[config.mk]
export PLATFORM = sky130hd
export DESIGN_NAME = sfs_front_end
export DESIGN_NICKNAME = d
export VERILOG_FILES = /design/src/sfs_pkg.sv /design/src/sfs_front_end.sv /design/src/sfs_buf2.sv
export SDC_FILE = /design/constraint.sdc
export NUM_CORES = 1
export LEC_CHECK = 0
export BUFFER_PORTS_ARGS = -buffer_cell sky130_fd_sc_hd__buf_2
export CORE_MARGIN = 2
export CORE_UTILIZATION = 40
export DETAILED_ROUTE_END_ITERATION = 6
export PLACE_DENSITY = 0.66
export SYNTH_ARGS = -nofsm -noshare
export SYNTH_HDL_FRONTEND = slang
export SYNTH_SLANG_ARGS = --single-unit
[constraint.sdc]
create_clock -name clk -period 2.9 [get_ports clk]
set_input_delay 0.435 -clock clk [delete_from_list [all_inputs] [get_ports clk]]
set_output_delay 0.435 -clock clk [all_outputs]
set_load 0.02 [all_outputs]
[src/sfs_pkg.sv]
// Shared types and constants of the serial flash link front end.
// Assumes a single 100 MHz core clock; the serial clock is sampled, not used as a clock.
package sfs_pkg;

   // ---------------------------------------------
   // Widths and counts
   // ---------------------------------------------
   localparam int BYTE_W = 8;
   localparam int ADDR_W = 24;
   localparam int LOC_W = 20;
   localparam int BUF_DEPTH = 2;
   localparam logic [2:0] LAST_BIT_SINGLE = 3'h7;
   localparam logic [2:0] LAST_BIT_DUAL = 3'h3;
   localparam logic [1:0] LAST_ADDR_BYTE = 2'h2;
   localparam logic [7:0] TX_FILL = 8'hff;
   localparam int CLK_PERIOD_NS = 10;
   localparam int SYNC_STAGES = 2;

   // ---------------------------------------------
   // Opcodes
   // ---------------------------------------------
   localparam logic [7:0] OP_RD_FAST2 = 8'h1b;
   localparam logic [7:0] OP_RD_FAST = 8'h0b;
   localparam logic [7:0] OP_RD_SLOW = 8'h03;
   localparam logic [7:0] OP_RD_DUAL = 8'h3b;
   localparam logic [7:0] OP_ERASE4 = 8'h20;
   localparam logic [7:0] OP_ERASE32 = 8'h52;
   localparam logic [7:0] OP_ERASE64 = 8'hd8;
   localparam logic [7:0] OP_CHIP_ERASE = 8'h60;
   localparam logic [7:0] OP_CHIP_ERASE2 = 8'hc7;
   localparam logic [7:0] OP_PROG = 8'h02;
   localparam logic [7:0] OP_PROG_DUAL = 8'ha2;
   localparam logic [7:0] OP_WREN = 8'h06;
   localparam logic [7:0] OP_WRDIS = 8'h04;
   localparam logic [7:0] OP_PROT = 8'h36;
   localparam logic [7:0] OP_UNPROT = 8'h39;
   localparam logic [7:0] OP_PROT_RD = 8'h3c;
   localparam logic [7:0] OP_LOCK = 8'h33;
   localparam logic [7:0] OP_LOCK_FRZ = 8'h34;
   localparam logic [7:0] OP_LOCK_RD = 8'h35;
   localparam logic [7:0] OP_OTP_PROG = 8'h9b;
   localparam logic [7:0] OP_OTP_RD = 8'h77;
   localparam logic [7:0] OP_STAT_RD = 8'h05;
   localparam logic [7:0] OP_STAT_WR1 = 8'h01;
   localparam logic [7:0] OP_STAT_WR2 = 8'h31;
   localparam logic [7:0] OP_RESET = 8'hf0;
   localparam logic [7:0] OP_ID_RD = 8'h9f;
   localparam logic [7:0] OP_PDOWN = 8'hb9;
   localparam logic [7:0] OP_RESUME = 8'hab;

   // ---------------------------------------------
   // Types
   // ---------------------------------------------
   typedef enum logic [2:0] {IO_NONE, IO_RX1, IO_RX2, IO_TX1, IO_TX2} sfs_io_t;

   typedef struct packed {
      logic ok;
      logic has_addr;
      logic [1:0] dummy;
      sfs_io_t io;
   } sfs_dec_t;

   // One record toward the user: a command header or a received data byte
   typedef struct packed {
      logic is_cmd;
      logic [BYTE_W-1:0] opcode;
      logic [LOC_W-1:0] addr;
      logic [BYTE_W-1:0] data;
   } sfs_word_t;

   // Opcode table: address, dummy bytes and data direction
   function automatic sfs_dec_t sfs_decode(input logic [7:0] op);
      sfs_dec_t d;
      d = '{ok: 1'b1, has_addr: 1'b1, dummy: 2'h0, io: IO_NONE};
      case (op)
         OP_RD_FAST2, OP_OTP_RD: begin
            d.dummy = 2'h2;
            d.io = IO_TX1;
         end
         OP_RD_FAST: begin
            d.dummy = 2'h1;
            d.io = IO_TX1;
         end
         OP_RD_DUAL: begin
            d.dummy = 2'h1;
            d.io = IO_TX2;
         end
         OP_RD_SLOW, OP_PROT_RD, OP_LOCK_RD: d.io = IO_TX1;
         OP_PROG, OP_LOCK, OP_LOCK_FRZ, OP_OTP_PROG: d.io = IO_RX1;
         OP_PROG_DUAL: d.io = IO_RX2;
         OP_ERASE4, OP_ERASE32, OP_ERASE64, OP_PROT, OP_UNPROT: d.io = IO_NONE;
         OP_CHIP_ERASE, OP_CHIP_ERASE2, OP_WREN, OP_WRDIS, OP_PDOWN, OP_RESUME: d.has_addr = 1'b0;
         OP_STAT_RD, OP_ID_RD: begin
            d.has_addr = 1'b0;
            d.io = IO_TX1;
         end
         OP_STAT_WR1, OP_STAT_WR2, OP_RESET: begin
            d.has_addr = 1'b0;
            d.io = IO_RX1;
         end
         default: d.ok = 1'b0;
      endcase
      return d;
   endfunction

endpackage

[src/sfs_front_end.sv]
// Serial flash link front end: frames commands, decodes opcodes, steers pins.
// Assumes the host drives chip select and serial clock; all pins are sampled by clk.
//
// Operation
// - Link uses select, clock, data in, out
// - Dual program: output pin becomes second input
// - Dual read: input pin becomes second output
// - Modes 0 and 3 both work
// - Sample on rising, drive on falling
// - All bytes shift most significant bit first
// - Select release ends the current command
// - Unknown opcode: ignore until next select
// - Truncated header: do nothing, return idle
// - Upper four address bits are ignored
// - Select release floats the output pin
`timescale 1ns/1ps
module sfs_front_end (
   input wire logic clk,
   input wire logic rst_n,
   input wire logic cs_n,
   input wire logic sck,
   input wire logic bidir_in_out_pin_in,
   output logic bidir_in_out_pin_out,
   output logic bidir_in_out_pin_oe,
   input wire logic bidir_out_in_pin_in,
   output logic bidir_out_in_pin_out,
   output logic bidir_out_in_pin_oe,
   output sfs_pkg::sfs_word_t rec_data,
   output logic rec_valid,
   input wire logic rec_ready,
   input wire logic [sfs_pkg::BYTE_W-1:0] rd_data,
   input wire logic rd_valid,
   output logic rd_ready,
   output logic overrun
);
   import sfs_pkg::*;

   typedef enum logic [2:0] {ST_OPC, ST_ADDR, ST_DUMMY, ST_DATA, ST_IGNORE} sfs_state_t;

   // ---------------------------------------------
   // Pin synchronisers and edge detection
   // ---------------------------------------------
   logic [3:0] pin_meta;
   logic [3:0] pin_sync;
   logic sck_prev;

   // Two stages for every pin, the link clock included
   always_ff @(posedge clk or negedge rst_n) begin
      if (!rst_n) begin
         pin_meta <= 4'hf;
         pin_sync <= 4'hf;
         sck_prev <= 1'b0;
      end else begin
         pin_meta <= {cs_n, sck, bidir_in_out_pin_in, bidir_out_in_pin_in};
         pin_sync <= pin_meta;
         sck_prev <= pin_sync[2];
      end
   end

   // Edges count only inside a frame, so the idle level of either mode is harmless
   wire cs_act = !pin_sync[3];
   wire sck_s = pin_sync[2];
   wire si_s = pin_sync[1];
   wire so_s = pin_sync[0];
   wire rise = cs_act && sck_s && !sck_prev;
   wire fall = cs_act && !sck_s && sck_prev;

   // ---------------------------------------------
   // Frame state
   // ---------------------------------------------
   sfs_state_t state, next_state;
   sfs_io_t io, next_io;
   logic [2:0] bit_cnt, next_bit_cnt;
   logic [1:0] byte_cnt, next_byte_cnt;
   logic [1:0] dummy, next_dummy;
   logic [BYTE_W-1:0] rx_sh, next_rx_sh;
   logic [BYTE_W-1:0] opcode, next_opcode;
   logic [ADDR_W-1:0] addr, next_addr;
   logic [BYTE_W-1:0] tx_sh, next_tx_sh;
   logic [BYTE_W-1:0] tx_hold;
   logic tx_have;
   logic emit;
   logic emit_cmd;
   logic tx_load;
   sfs_word_t pend_word;
   logic pend_valid;
   logic buf_in_ready;

   // ---------------------------------------------
   // Decode of the shift path
   // ---------------------------------------------
   wire dual_in = (state == ST_DATA) && (io == IO_RX2);
   wire [BYTE_W-1:0] rx_shift = dual_in ? {rx_sh[5:0], so_s, si_s} : {rx_sh[6:0], si_s};
   // Dual read also packs a byte into four clocks, or the reload would come one byte late
   wire dual_data = (state == ST_DATA) && (io == IO_RX2 || io == IO_TX2);
   wire [2:0] last_bit = dual_data ? LAST_BIT_DUAL : LAST_BIT_SINGLE;
   wire byte_done = rise && (bit_cnt == last_bit);
   wire sfs_dec_t dec = sfs_decode(rx_shift);
   wire [ADDR_W-1:0] addr_full = {addr[15:0], rx_shift};
   wire tx_mode = (io == IO_TX1) || (io == IO_TX2);

   // Command framing and opcode decode
   always_comb begin
      next_state = state;
      next_io = io;
      next_bit_cnt = bit_cnt;
      next_byte_cnt = byte_cnt;
      next_dummy = dummy;
      next_rx_sh = rx_sh;
      next_opcode = opcode;
      next_addr = addr;
      emit = 1'b0;
      emit_cmd = 1'b0;
      tx_load = 1'b0;
      if (!cs_act) begin
         // Release aborts any header; a command without address then reports zero
         next_state = ST_OPC;
         next_io = IO_NONE;
         next_bit_cnt = '0;
         next_byte_cnt = '0;
         next_addr = '0;
      end else if (rise) begin
         next_rx_sh = rx_shift;
         next_bit_cnt = byte_done ? 3'h0 : bit_cnt + 3'h1;
         unique case (state)
            ST_OPC: begin
               if (byte_done) begin
                  next_opcode = rx_shift;
                  next_dummy = dec.dummy;
                  next_io = dec.io;
                  if (!dec.ok) begin
                     next_state = ST_IGNORE;
                     next_io = IO_NONE;
                  end else if (dec.has_addr) begin
                     next_state = ST_ADDR;
                  end else begin
                     next_state = ST_DATA;
                     emit_cmd = 1'b1;
                     tx_load = (dec.io == IO_TX1) || (dec.io == IO_TX2);
                  end
               end
            end
            ST_ADDR: begin
               if (byte_done) begin
                  next_addr = addr_full;
                  next_byte_cnt = byte_cnt + 2'h1;
                  if (byte_cnt == LAST_ADDR_BYTE) begin
                     next_byte_cnt = '0;
                     next_state = (dummy != 2'h0) ? ST_DUMMY : ST_DATA;
                     emit_cmd = (dummy == 2'h0);
                     tx_load = (dummy == 2'h0) && tx_mode;
                  end
               end
            end
            ST_DUMMY: begin
               if (byte_done) begin
                  next_byte_cnt = byte_cnt + 2'h1;
                  if (byte_cnt == dummy - 2'h1) begin
                     next_state = ST_DATA;
                     emit_cmd = 1'b1;
                     tx_load = tx_mode;
                  end
               end
            end
            ST_DATA: begin
               emit = byte_done && (io == IO_RX1 || io == IO_RX2);
               tx_load = byte_done && tx_mode;
            end
            ST_IGNORE: next_rx_sh = rx_sh;
         endcase
      end
   end

   // Registered frame state
   always_ff @(posedge clk or negedge rst_n) begin
      if (!rst_n) begin
         state <= ST_OPC;
         io <= IO_NONE;
         bit_cnt <= '0;
         byte_cnt <= '0;
         dummy <= '0;
         rx_sh <= '0;
         opcode <= '0;
         addr <= '0;
      end else begin
         state <= next_state;
         io <= next_io;
         bit_cnt <= next_bit_cnt;
         byte_cnt <= next_byte_cnt;
         dummy <= next_dummy;
         rx_sh <= next_rx_sh;
         opcode <= next_opcode;
         addr <= next_addr;
      end
   end

   // ---------------------------------------------
   // Record hand-off toward the user
   // ---------------------------------------------
   // Header record carries only the location bits; the top nibble is dropped
   wire [LOC_W-1:0] cmd_addr = (state == ST_ADDR) ? addr_full[LOC_W-1:0] : addr[LOC_W-1:0];
   wire sfs_word_t new_word = '{is_cmd: emit_cmd, opcode: (state == ST_OPC) ? rx_shift : opcode,
                                addr: cmd_addr, data: rx_shift};
   wire pend_take = pend_valid && buf_in_ready;

   // One pending slot; a full buffer stalls the hand-off, a second word then overruns
   always_ff @(posedge clk or negedge rst_n) begin
      if (!rst_n) begin
         pend_valid <= 1'b0;
         pend_word <= '0;
         overrun <= 1'b0;
      end else begin
         if (emit || emit_cmd) begin
            pend_valid <= 1'b1;
            pend_word <= new_word;
            if (pend_valid && !buf_in_ready) overrun <= 1'b1;
         end else if (pend_take) begin
            pend_valid <= 1'b0;
         end
      end
   end

   sfs_buf2 #(.WIDTH($bits(sfs_word_t)), .DEPTH(BUF_DEPTH)) u_buf (
      .clk(clk),
      .rst_n(rst_n),
      .in_data(pend_word),
      .in_valid(pend_valid),
      .in_ready(buf_in_ready),
      .out_data(rec_data),
      .out_valid(rec_valid),
      .out_ready(rec_ready)
   );

   // ---------------------------------------------
   // Read data path and pin drive
   // ---------------------------------------------
   wire rd_take = rd_valid && rd_ready;
   wire tx_dual = (io == IO_TX2);

   // Prefetch one byte; an empty slot sends all ones rather than stall the host
   always_ff @(posedge clk or negedge rst_n) begin
      if (!rst_n) begin
         tx_have <= 1'b0;
         tx_hold <= '0;
         rd_ready <= 1'b0;
      end else begin
         if (!cs_act) tx_have <= 1'b0;
         else if (rd_take) tx_have <= 1'b1;
         else if (tx_load) tx_have <= 1'b0;
         if (rd_take) tx_hold <= rd_data;
         rd_ready <= cs_act && tx_mode && !tx_have && !rd_take;
      end
   end

   // Falling edges shift out, two bits at a time in dual read
   always_comb begin
      next_tx_sh = tx_sh;
      if (tx_load) next_tx_sh = tx_have ? tx_hold : TX_FILL;
      else if (fall && state == ST_DATA) next_tx_sh = tx_dual ? {tx_sh[5:0], 2'b00} : {tx_sh[6:0], 1'b0};
   end

   always_ff @(posedge clk or negedge rst_n) begin
      if (!rst_n) begin
         tx_sh <= '0;
         bidir_out_in_pin_out <= 1'b0;
         bidir_in_out_pin_out <= 1'b0;
         bidir_out_in_pin_oe <= 1'b0;
         bidir_in_out_pin_oe <= 1'b0;
      end else begin
         tx_sh <= next_tx_sh;
         if (fall && state == ST_DATA && tx_mode) begin
            bidir_out_in_pin_out <= tx_sh[7];
            bidir_in_out_pin_out <= tx_dual ? tx_sh[6] : 1'b0;
         end
         bidir_out_in_pin_oe <= cs_act && state == ST_DATA && tx_mode;
         bidir_in_out_pin_oe <= cs_act && state == ST_DATA && tx_dual;
      end
   end
endmodule

[src/sfs_buf2.sv]
// Small valid/ready buffer placed in the record path of the front end.
// Assumes both sides run on the same clock; depth is a power of two.
`timescale 1ns/1ps
module sfs_buf2 #(
   parameter int WIDTH = 8,
   parameter int DEPTH = 2
) (
   input wire logic clk,
   input wire logic rst_n,
   input wire logic [WIDTH-1:0] in_data,
   input wire logic in_valid,
   output logic in_ready,
   output logic [WIDTH-1:0] out_data,
   output logic out_valid,
   input wire logic out_ready
);
   localparam int PW = $clog2(DEPTH);

   logic [WIDTH-1:0] mem [DEPTH];
   logic [PW-1:0] wr_ptr;
   logic [PW-1:0] rd_ptr;
   logic [PW:0] count;

   // ---------------------------------------------
   // Handshake decode
   // ---------------------------------------------
   wire push = in_valid && in_ready;
   wire pop = out_valid && out_ready;
   assign in_ready = (count != (PW+1)'(DEPTH));
   assign out_valid = (count != '0);
   assign out_data = mem[rd_ptr];

   // Storage and pointers; read side may stall and fill the buffer
   always_ff @(posedge clk or negedge rst_n) begin
      if (!rst_n) begin
         wr_ptr <= '0;
         rd_ptr <= '0;
         count <= '0;
      end else begin
         if (push) wr_ptr <= wr_ptr + 1'b1;
         if (pop) rd_ptr <= rd_ptr + 1'b1;
         count <= count + (PW+1)'(push) - (PW+1)'(pop);
      end
   end

   // Data words need no reset
   always_ff @(posedge clk) begin
      if (push) mem[wr_ptr] <= in_data;
   end
endmodule

Word-level counts from Yosys, hierarchy flattened
Memories as Yosys holds them, arrays and structs flattened.
Index checks and enable logic that the tools add are counted.
Word-level totals
  register bits after elaboration: 122
  output and inout port bits: 44
  input bits: 16
  bits in read-only memories: 0
  word-level logic and storage cells: 215
  bits in latches: 0
  memories kept: 1
  memory bits (writable): 74
Memories
  u_buf.mem: words 2, width 37, rd ports 1, clocked after Yosys merged registers in 0, write ports 1, RTL line sfs_buf2.sv:19  | logic [WIDTH-1:0] mem [DEPTH];
Cells by class
  multiply operators: 0
  equal/unequal tests: 47
  reductions and logical operators: 59
  multiplexer cells: 71
  bitwise gates (word level): 2
  $lt $le $gt $ge: 0
  add/subtract/negate cells: 7
  shift operators: 0
  div/mod/pow operators: 0
Operator list (number)
  2-to-1 mux 20 bit: 5
  == test 8 x 6 -> 1 bit, second input constant: 9
  == test 8 bit, second input constant: 8
  2-to-1 mux 3 bit: 17
  2-to-1 mux 8 bit: 6
  2-to-1 mux 1 bit: 31
  OR reduction 28 bit: 1
  == test 8 x 3 -> 1 bit, second input constant: 3
  == test 8 x 7 -> 1 bit, second input constant: 3
  logical AND 1 bit: 22
  == test 8 x 2 -> 1 bit, second input constant: 2
  nonzero test 2 bit: 8
  == test 3 x 2 -> 1 bit, second input constant: 5
  inequality test 3 bit, second input constant: 5
  2-to-1 mux 2 bit: 6
  one-hot mux 3 bit (4 select lines): 1
  OR reduction 11 bit: 1
  == test 3 bit, second input constant: 3
  one-hot mux 3 bit (3 select lines): 1
  AND reduction 3 bit: 3
  == test 8 x 1 -> 1 bit, second input constant: 1
  == test 8 x 4 -> 1 bit, second input constant: 1
  == test 8 x 5 -> 1 bit, second input constant: 1
  one-hot mux 2 bit (2 select lines): 2
  other kinds (26): 41

Depth between registers and ports, before layout
Gate-level depths: netlist (run 1).
  depth in word-level cells: 17
  mapped depth: 12
  mapped depth without buffers: 10

Hierarchy
From an unflattened synthesis (run 1), not the netlist that was laid out.
Second synthesis, totals
  cell total of the unflattened synthesis: 743
  area total of the unflattened synthesis: 9009.9 um^2
Modules (own cells, without submodules)
  sfs_front_end: times used 1, area each 6117.1 um^2, cells each 606, seq. area each 2962.8 um^2
  sfs_buf2: times used 1, area each 2892.8 um^2, cells each 137, seq. area each 2322.2 um^2

Worst setup path after synthesis (run 1)
No wires, ideal clock.
  path kind: register -> register
  start: register io[1]
  end: register pend_word[33] in the netlist's numbering
  data required time: 2.773 ns
  stages on the path, launching flop included: 13
  clock period less this slack: 2.973 ns
  data arrival time: 2.845 ns
  buffers on the path: 4
  path slack: -0.073 ns
  library setup time: 0.127 ns
  cells stage by stage: dfrtp_1 > buf_2 > nor2b_1 > buf_2 > and3_4 > a2111o_1 > or4_1 > o31a_1 > a31oi_2 > or2b_2 > buf_12 > buf_12 > mux2_1
On the way
  cells in the longest elaborated chain, start to end: 12
  elaborated cells between the ends (all ways): 56
  classes of those cells: eq/ne (32); mux (15); reduce/logical (9)
RTL lines
  from (decl): RTL line sfs_front_end.sv:72  | sfs_io_t io, next_io;
  from (signal assigned): RTL line sfs_front_end.sv:187  | io <= next_io;
  == test 3 x 2 -> 1 bit: RTL line sfs_front_end.sv:92, sfs_front_end.sv:95, sfs_front_end.sv:166
  logical AND 1 bit: RTL line sfs_front_end.sv:92  | wire dual_in = (state == ST_DATA) && (io == IO_RX2);
  2-to-1 mux 8 bit: RTL line sfs_front_end.sv:93  | wire [BYTE_W-1:0] rx_shift = dual_in ? {rx_sh[5:0], so_s, si_s} : {rx_sh[6:0], si_s};
  == test 8 x 1 -> 1 bit (tied with other cells): RTL line sfs_pkg.sv:75  | case (op)
  OR reduction 28 bit (no line) or OR reduction 11 bit (tied branches)
  2-to-1 mux 1 bit, on equally long branches: RTL line sfs_pkg.sv:75, sfs_front_end.sv:134
  2-to-1 mux 1 bit: RTL line sfs_front_end.sv:131  | if (!dec.ok) begin
  2-to-1 mux 1 bit: RTL line sfs_front_end.sv:127  | if (byte_done) begin
  one-hot mux 1 bit (3 select lines): RTL line sfs_front_end.sv:125  | unique case (state)
  2-to-1 mux 1 bit: RTL line sfs_front_end.sv:122  | end else if (rise) begin
  2-to-1 mux 1 bit: RTL line sfs_front_end.sv:115  | if (!cs_act) begin
  logical OR 1 bit: RTL line sfs_front_end.sv:213  | if (emit || emit_cmd) begin
  to (signal assigned): RTL line sfs_front_end.sv:215  | pend_word <= new_word;
  to (decl): RTL line sfs_front_end.sv:85  | sfs_word_t pend_word;
Parallel ways exist; a longest one is shown, timed or not.
A chain may end at the register's enable or synchronous reset.

Worst setup path in the final report (run 1)
  start: register state[2]
  end: register pend_word[13] in the netlist's numbering
On the way
  cells in the longest elaborated chain, start to end: 12
  elaborated cells between the ends (all ways): 55
  classes of those cells: eq/ne (32); mux (15); reduce/logical (8)
RTL lines
  from (decl): RTL line sfs_front_end.sv:71  | sfs_state_t state, next_state;
  from (signal assigned): RTL line sfs_front_end.sv:186  | state <= next_state;
  == test 3 x 2 -> 1 bit: RTL line sfs_front_end.sv:92, sfs_front_end.sv:95, sfs_front_end.sv:125
  logical AND 1 bit: RTL line sfs_front_end.sv:92
  2-to-1 mux 8 bit: RTL line sfs_front_end.sv:93
  == test 8 x 1 -> 1 bit (tied with other cells): RTL line sfs_pkg.sv:75
  OR reduction 28 bit (no line) or OR reduction 11 bit (tied branches)
  2-to-1 mux 1 bit, on equally long branches: RTL line sfs_pkg.sv:75, sfs_front_end.sv:134
  2-to-1 mux 1 bit: RTL line sfs_front_end.sv:131
  2-to-1 mux 1 bit: RTL line sfs_front_end.sv:127
  one-hot mux 1 bit (3 select lines): RTL line sfs_front_end.sv:125
  2-to-1 mux 1 bit: RTL line sfs_front_end.sv:122
  2-to-1 mux 1 bit: RTL line sfs_front_end.sv:115
  logical OR 1 bit: RTL line sfs_front_end.sv:213
Parallel ways exist; a longest one is shown, timed or not.

==> metrics.txt, run 1 <==
count of flip-flops with a built-in enable after synthesis 74; core footprint 22000 µm²; crit path kind flip-flop to flip-flop; Worst Setup Start Kind flip-flop; Fillers 1949; Placed Area roughly 10000 µm²; status finished, final reports clean; antenna cells 0; vias per cell 5.28; fin area 10800 µm²; clk sinks 196; Final min period roughly 2900 ps; # Max-Cap Violations 0; Leak 4.53 nW; CP endpoint kind flip-flop; Hold Path Class primary input to flip-flop; post-synth cell types a little over 70; Detailed Routing Iterations Pass 1 5; total I/O pin count 60; Synth top cells by count 114 x dfrtp_1, 81 x mux2_2, 74 x edfxtp_1, 63 x nand2_1, 57 x nor2_1; layout cells sized above 1 34.5%; Synth async-reset ratio between 60% and 70%; Slowest Stage Delay on Critical Path just over 500 ps; Hold Vio Cnt, Final 0; overall die height 154 µm; # rows 54; prevailing post-synth register cell dfrtp_1; max frequency 349 MHz; Pwr Total about 6.8 mW; CP max-delay cell or4_4; TritonCTS Buffers 17; Setup TNS 0 ps; starting density of the core 41.0%; GP Congestion approximately 0.87; pre-CTS WS -21.5 ps; Crit path buffers/inverters 1; synthesized area 9000 µm²; CP Data Required Time 3240 ps; crit path DAT 3200 ps; clk_lat worst skew around 450 ps; CP max FO 20; Routed WL per cell 17.3 µm; Fin Hold WS 77.8 ps; Slew @ Worst Pin 876 ps; first-pass GRT wire length 32200 µm; post-synth net total 768; Tot GR Track Use 17.3%; drt drc 0; main area contributors after synthesis dfrtp_1 32%, edfxtp_1 25%, mux2_2 10%; syn avg cell area 12.0 µm²; clock-pin slew on the worst setup and hold paths 80 ps; final setup violation count 0; CTS tree done; # port buffers between 50 and 60; Power Dens Cells 625 nW/µm²; synth warn 0; #FFs+latches synth roughly 200; RSZ-0062 raised after global routing yes; routed vias 6117; Synth Instances ~750; H-tree levels 4; total routed wirelength 20000 µm; area share of the largest cell type after synthesis around a third; Final HPWL DP 13700 µm; clock skew 10.3 ps; Layout Nets between 800 and 900; initial antenna violation count 0; CTS max path bufs 2; gr ovfl total 0; area grow syn2layout 20.0%; antenna-violating nets left 0; Peak VDD IR 0.374 mV; Seq/Total Area, Yosys approximately three fifths; Die W 154 µm; Final Cycle Share a little over nine tenths; top cell type by total area after synthesis dfrtp_1; largest net degree at the start of global routing 79; final setup margin 33.8 ps; vias in the first global route 5893; relative slew slack roughly 42%; Slew Limit Fails 0; crit-path cells nand4bb_4 -> or3_4 -> a211oi_4 -> nand2_2 -> or4_4 -> or2b_4 -> buf_12 -> mux2_2; most common cell in the netlist dfrtp_1; Die Area 23700 µm²; Root Driver clkbuf_16; Top delay family on crit path simple AND/OR/NAND/NOR gates; DRT iter0 DRCs between 400 and 500
## final cells by class
type	instances	area (µm²)	share of cell area [%]
Sequential cell	196	5290	48.9
Multi-Input combinational cell	483	3490	32.3
Inverter	24	90.1	0.834
Timing Repair Buffer	143	988	9.15
Clock inverter	15	170	1.58
Clock buffer	17	425	3.94
Tap cell	280	350	3.24
## metal layers
layer,up-vias,share of wire (%),GRT usage (%)
li1,2926,-,-
met1,3043,47,23.9
met2,135,48,27.8
met3,13,4.0,3.35
met4,0,1.0,5.34
met5,-,0,0
## final timing paths
kind | start | to | slack, ps | cells past startpoint
setup reg to reg | state[2] | pend_word[13] | 30 | 8
hold reg to reg | pin_meta[0] | pin_sync[0] | 360 | 0
max in group asynchronous | rst_n | rx_sh[1] | 1830 | 3
hold / removal | bidir_in_out_pin_in | pin_meta[1] | 80 | 1
setup / recovery | state[2] | pend_word[13] | 30 | 8
min in group asynchronous | rst_n | bidir_in_out_pin_oe | 390 | 2
## through the flow
stage          utilization [%]  instances
2_1_floorplan                -        748
3_3_place_gp              45.9       1122
3_5_place_dp              45.9       1122
4_1_cts                   48.7       1155
5_1_grt                   49.2       1158
6_report                  49.2       1158
## flip-flops by register name, summed over array words and instances, names as in the netlist, 4 cells and up
register and flops:
u_buf.mem 74, pend_word 37, addr 20, opcode 8
tx_hold 8, tx_sh 8, rx_sh 7, pin_meta 4
pin_sync 4
## where the power goes
| part | switching (mW) | leakage (nW) | total [mW] | internal (mW) |
|---|---|---|---|---|
| Sequential | 0.0600 | 2.24 | 2.98 | 2.92 |
| Combinational | 0.809 | 2.01 | 1.41 | 0.598 |
| Clock | 1.19 | 0.289 | 2.37 | 1.17 |
| Total | 2.06 | 4.53 | 6.75 | 4.69 |
## what timing repair did
item | CTS | global route
pin swaps | 0 | 1
endpoints found under the setup margin | 36 | 49
gates resized for setup | 3 | 20
hold endpoints to repair | 7 | 0
setup buffers | 0 | 3
hold buffers | 1 | 0
## cell usage in the layout (no fill, tap or decap), types with 3 or more instances in the layout
cell	count
or3_1	3
inv_8	4
and2_1	4
nand3_1	32
ha_1	4
a21oi_1	51
clkbuf_16	17
nor3_1	8
xnor2_1	6
mux2_4	12
or4_1	4
inv_6	4
o21ai_0	31
nand3b_1	4
o21ai_1	4
nor4b_1	3
nor2_1	54
o211ai_1	5
mux2_2	79
xor2_1	5
buf_12	4
buf_2	58
dfstp_2	8
nor2b_1	6
edfxtp_1	74
nand4b_1	3
mux2i_1	23
nand2_1	61
nor4_1	6
buf_4	78
and3_1	6
nand2b_1	4
dfrtp_1	114
inv_1	23
nor3b_1	4
or3b_2	4
## kinds of logic (layout without fill, tap and decap cells)
| group | Yosys count | after routing | synth area share, % |
|---|---|---|---|
| muxes | 116 | 116 | 14.6 |
| AOI/OAI and AO/OA | 125 | 125 | 8.62 |
| adders and majority gates | 4 | 4 | 0.556 |
| and+or+nand+nor | 227 | 227 | 12.8 |
| DFF | 196 | 196 | 58.7 |
| xor gates and xnor gates | 11 | 11 | 1.07 |
| buffers and inverters | 69 | 199 | 3.61 |
Note: power is estimated with default switching activity, not from simulation.
==> run 2, diff against run 1 <==
CAP_MARGIN = 30   (was default)
REMOVE_ABC_BUFFERS = 1   (was default)
==> run 2 against run 1 <==
Net effect: the flow now finishes with violations (negative setup slack); register-to-register slack worse by 30 ps; power down 3.9%; clock power up 3%; utilization up 0.62 points; non-clock buffer count up 9; sequential power about the same; first-iteration DRC count down 6.5%; hold slack worse by 62 ps; worst setup slack worse by 34 ps; clock-buffer cell count up 1; highest routed layer unchanged; global-route usage down 0.079 points.
==> metrics.txt, run 2 (synthesized netlist as in run 1, its figures left out) <==
status complete, but fails checks; failing checks negative setup slack; Root Driver clkbuf_16; number of flip-flops in the largest register 74; cts hold-fix bufs 0; largest net degree at the start of global routing 51; core footprint 22000 µm²; vias in the first global route 6000; area grow syn2layout 21.5%; # Max-Cap Violations 0; routed vias roughly 6200; Top delay family on crit path simple AND/OR/NAND/NOR gates; antenna cells 0; max frequency roughly 340 MHz; H-tree levels 4; RSZ-0062 raised after global routing yes; Final HPWL DP 13100 µm; Tot GR Track Use 17.2%; overall die height 154 µm; crit path kind flip-flop to flip-flop; Leak 4.70 nW; Final min period 2900 ps; gr ovfl total 0; clk sinks 196; GP Congestion 0.911; Slew @ Worst Pin 842 ps; Crit path buffers/inverters 1; clock skew 12.2 ps; Detailed Routing Iterations Pass 1 5; Die W 154 µm; TritonCTS Buffers 17; CP Data Required Time 3230 ps; final setup margin -0.585 ps; Pwr Total 6.49 mW; # port buffers 59; Largest Register u_buf.mem; worst setup path start state[2]; CTS max path bufs 2; reg2reg start state[2]; CP endpoint kind flip-flop; Slowest Stage Delay on Critical Path 410 ps; # rows 54; initial antenna violation count 0; Layout Nets 894; Slew Limit Fails 0; Largest regs u_buf.mem x74, pend_word x37, addr x20; Final Cycle Share 100%; layout cells sized above 1 34.9%; CP max FO 5; starting density of the core 41.0%; commonest non-fill, non-tap cell in the layout dfrtp_1; final setup violation count 1; fin cells 1167; Hold Vio Cnt, Final 0; antenna-violating nets left 0; drt drc 0; total I/O pin count 60; crit-path cells and4bb_2 -> and3_4 -> a2111o_1 -> or4_1 -> o31a_1 -> a31oi_2 -> or2b_4 -> bufbuf_16 -> mux2_2; vias per cell 5.28; CP max-delay cell or4_1; Die Area 23700 µm²; leading cell types in the layout, fill and taps excluded 114 x dfrtp_1, 83 x buf_4, 74 x edfxtp_1; relative slew slack a little over two fifths; Routed WL per cell 17.1 µm; Power Dens Cells 594 nW/µm²; Peak VDD IR 0.451 mV; first-pass GRT wire length ~32000 µm; crit path DAT 3230 ps; CTS tree done; placed instance count approximately 1100; Worst Setup Start Kind flip-flop; clk_lat worst skew 440 ps; Hold Path Class primary input to async pin; DRT iter0 DRCs 420; clock-pin slew on the worst setup and hold paths about 80 ps; total routed wirelength approximately 20000 µm
run 2: cell types whose count changed in the layout (fill, tap and decap cells not counted), sizes merged:
cell | before | now
bufinv | 0 | 1
clkbuf | 17 | 18
buf | 142 | 151
inv | 33 | 32
dlygate4sd3 | 1 | 0
bufbuf | 0 | 1
clkinvlp | 1 | 0
run 2: path summary, 6_finish.rpt:
| check | to | slack [ps] | cells after the start |
|---|---|---|---|
| setup / recovery | pend_word[19] | -0.6 | 9 |
| setup reg to reg | pend_word[19] | -0.6 | 9 |
| min in group clk | pin_meta[0] | 90 | 1 |
| hold reg to reg | pin_sync[2] | 360 | 0 |
| hold / removal | tx_sh[0] | 20 | 1 |
| max in group asynchronous | addr[14] | 2060 | 2 |
run 2: layout make-up:
cell class / count / area [µm²]
multi-input cells: 483 / 3500
well taps: 280 / 350
clock buffers: 18 / 429
repair buffers: 152 / 1100
clock inverters: 14 / 178
inverters: 24 / 90.1
flip-flops and latches: 196 / 5290
fillers: 1947 / 11000
run 2: worst reg2reg max path, stage by stage, from the launching register on:
cell,delay [ps]
dfrtp_1,390
and4bb_2,280
and3_4,200
a2111o_1,390
or4_1,410
o31a_1,140
a31oi_2,200
or2b_4,190
bufbuf_16,260
mux2_2,330
run 2: metal layers:
metal | global-route usage (%) | vias up | wire [µm]
li1 | - | 2948 | -
met5 | 0 | - | 0
met4 | 6.72 | 0 | 505
met1 | 23.0 | 3036 | 9190
met3 | 3.80 | 32 | 679
met2 | 27.5 | 145 | 9580
run 2: power breakdown:
group,total [mW],leakage (nW),internal (mW),switching (mW)
clock,2.44,0.297,1.25,1.19
sequential,2.99,2.30,2.92,0.0659
combinational,1.06,2.10,0.450,0.613
total,6.49,4.70,4.62,1.87
run 2: repair_timing:
action,CTS,global route
endpoints found under the setup margin,30,47
buffers inserted,11,6
pin swaps,8,7
gates cloned,2,0
resized for setup,16,22
run 2: stage by stage:
stage | hold slack (ps) | setup WS (ps) | utilization, % | setup TNS [ps] | cell area, µm²
after floorplan | 139 | -710 | - | -25190 | 8760
final | 15.4 | -0.585 | 49.8 | -0.585 | 10900
after global placement | 346 | -34.6 | 45.7 | -232 | 10000
after detailed placement | 348 | -22.4 | 45.7 | -228 | 10000
after global routing | 48.9 | -99.9 | 49.8 | -1630 | 10900
after CTS | 30.9 | -38.4 | 49.4 | -165 | 10800
==> run 3, diff against run 2 <==
CORE_UTILIZATION = 41   (was 40)
CTS_BUF_LIST = sky130_fd_sc_hd__clkbuf_16   (was default)
PLACE_DENSITY = 0.67   (was 0.66)
RECOVER_POWER = 25   (was default)
==> run 3 against run 2 <==
Net effect: the flow finishes with violations (max-capacitance violations, max-slew violations); utilization is 0.12 points higher; worst setup slack better by 83 ps; global-route usage is 0.25 points lower; hold slack better by 73 ps; critical path type unchanged; highest routed layer unchanged.
==> metrics.txt, run 3 (synthesized netlist as in run 1, its figures left out) <==
final core occ 49.9%; vias in the first global route 6099; clock-pin slew on the worst setup and hold paths 80 ps; antenna-violating nets left 0; Slew @ Worst Pin 1840 ps; clk_lat worst skew 440 ps; starting density of the core 41.5%; relative slew slack -22.7%; most used routing layer met2; CTS max path bufs 2; Sw Share between 20 and 30%; crit path DAT 3140 ps; met3 global-route usage under 10%; Fillers roughly 1900; Final HPWL DP ~13000 µm; max frequency 355 MHz; # Max-Cap Violations 1; CTS tree done; Root Driver clkbuf_16; Detailed Routing Iterations Pass 1 4; power share of the combinational group 16.6%; number of flip-flops in the largest register 74; Sw Pwr 1.90 mW; clock skew around 18 ps; gr ovfl total 0; Hold Vio Cnt, Final 0; CP endpoint kind flip-flop; Int Pwr 4.63 mW; leading cell types in the layout, fill and taps excluded 114 x dfrtp_1, 74 x edfxtp_1, 68 x buf_4; Leak 4.62 nW; Die Area 23100 µm²; Pwr Total 6.52 mW; footprint of the multi-input gates 3520 µm²; total I/O pin count 60; largest net degree at the start of global routing 63; met2 usage 26.7%; Largest regs u_buf.mem x74, pend_word x37, addr x20; GRT met1 Usage 23.8%; Worst Setup Start Kind flip-flop; Die W 152 µm; crit path kind flip-flop to flip-flop; area grow syn2layout 20.3%; layout cells sized above 1 33.6%; TritonCTS Buffers 17; Setup TNS 0 ps; Routed WL per cell ~17 µm; CP max FO 19; Peak VDD IR 0.412 mV; RSZ-0062 raised after global routing yes; Reg area 5290 µm²; Tot GR Track Use 17.0%; Final Cycle Share between 90 and 100%; core footprint 21700 µm²; failing checks max-capacitance violations, max-slew violations; sequential power share 45.7%; drt drc 0; commonest non-fill, non-tap cell in the layout dfrtp_1; overall die height approximately 150 µm; Layout Nets about 900; H-tree levels 4; DRT iter0 DRCs ~480; Final min period 2820 ps; total routed wirelength 19400 µm; routed vias 6083; status complete, but fails checks; # port buffers 59; Largest Register u_buf.mem; CP Data Required Time 3220 ps; antenna cells 0; final setup violation count 0; first-pass GRT wire length 32000 µm; Fin Hold WS slightly below 90 ps; Hold Path Class primary input to flip-flop; clk sinks 196; clock power share a little under two fifths; GP Congestion 0.924; Slew Limit Fails 33; initial antenna violation count 0; # rows 54; Power Dens Cells 602 nW/µm²; vias per cell 5.28
-- run 3: cell count changes in the layout (fill, tap and decap cells not counted), sizes merged --
| cell | previous run | this run |
|---|---|---|
| dlygate4sd3 | 0 | 1 |
| bufbuf | 1 | 0 |
| buf | 151 | 134 |
| inv | 32 | 28 |
| clkinvlp | 0 | 3 |
| clkinv | 5 | 7 |
-- run 3: per-layer routing --
layer  routed length [µm]  up-vias
met3                  768       23
met2                 8940      127
met1                 9360     3016
met4                  336        0
li1                     -     2917
met5                    0        -
-- run 3: final timing paths --
kind	cells after the start	endpoint	startpoint	slack, ps
max in group asynchronous	3	pin_meta[0]	rst_n	600
setup / recovery	10	pend_word[14]	io[0]	80
min in group asynchronous	2	tx_hold[4]	rst_n	1020
hold reg to reg	0	pin_sync[3]	pin_meta[3]	360
hold / removal	1	pin_meta[3]	cs_n	90
setup reg to reg	10	pend_word[14]	io[0]	80
-- run 3: layout make-up --
class | instances | share of cell area (%)
Clock buffer | 17 | 3.93
Sequential cell | 196 | 48.8
Clock inverter | 15 | 1.91
Timing Repair Buffer | 136 | 8.76
Inverter | 24 | 0.832
Tap cell | 280 | 3.24
Multi-Input combinational cell | 483 | 32.5
-- run 3: repair_timing --
item                       CTS  global route
setup endpoints to repair   28            48
hold buffers                 1             0
resized for setup            4            30
hold endpoints to repair    31             0
gates cloned                 0             0
setup buffers                0             5
pin swaps                    1             3
-- run 3: worst max-delay path, stage by stage, from the launching register on --
cell and delay [ps]:
dfrtp_1 400, and4bb_1 320, buf_4 160, a21oi_1 90, a22o_1 270, o211ai_1 290
o311a_1 280, a31oi_2 120, or2b_4 290, buf_12 170, mux2_4 310
-- run 3: metrics by stage --
stage	instances	setup WS [ps]	cell area (µm²)
finish	1151	82.9	10800
global placement	1113	-5.08	10000
global route	1151	-42.4	10800
detailed placement	1113	-87.3	10000
floorplan	703	-710	8760
CTS	1146	-15.0	10700
-- run 3: power by group through the flow --
stage          Sequential (mW)  Combinational [mW]  Clock [mW]
6_report                  2.98                1.08        2.46
5_1_grt                   2.99                1.18        2.63
4_1_cts                   2.98                1.07        2.50
3_5_place_dp              3.04                1.06           0
3_3_place_gp              3.04                1.06           0
2_1_floorplan             3.13               0.519           0
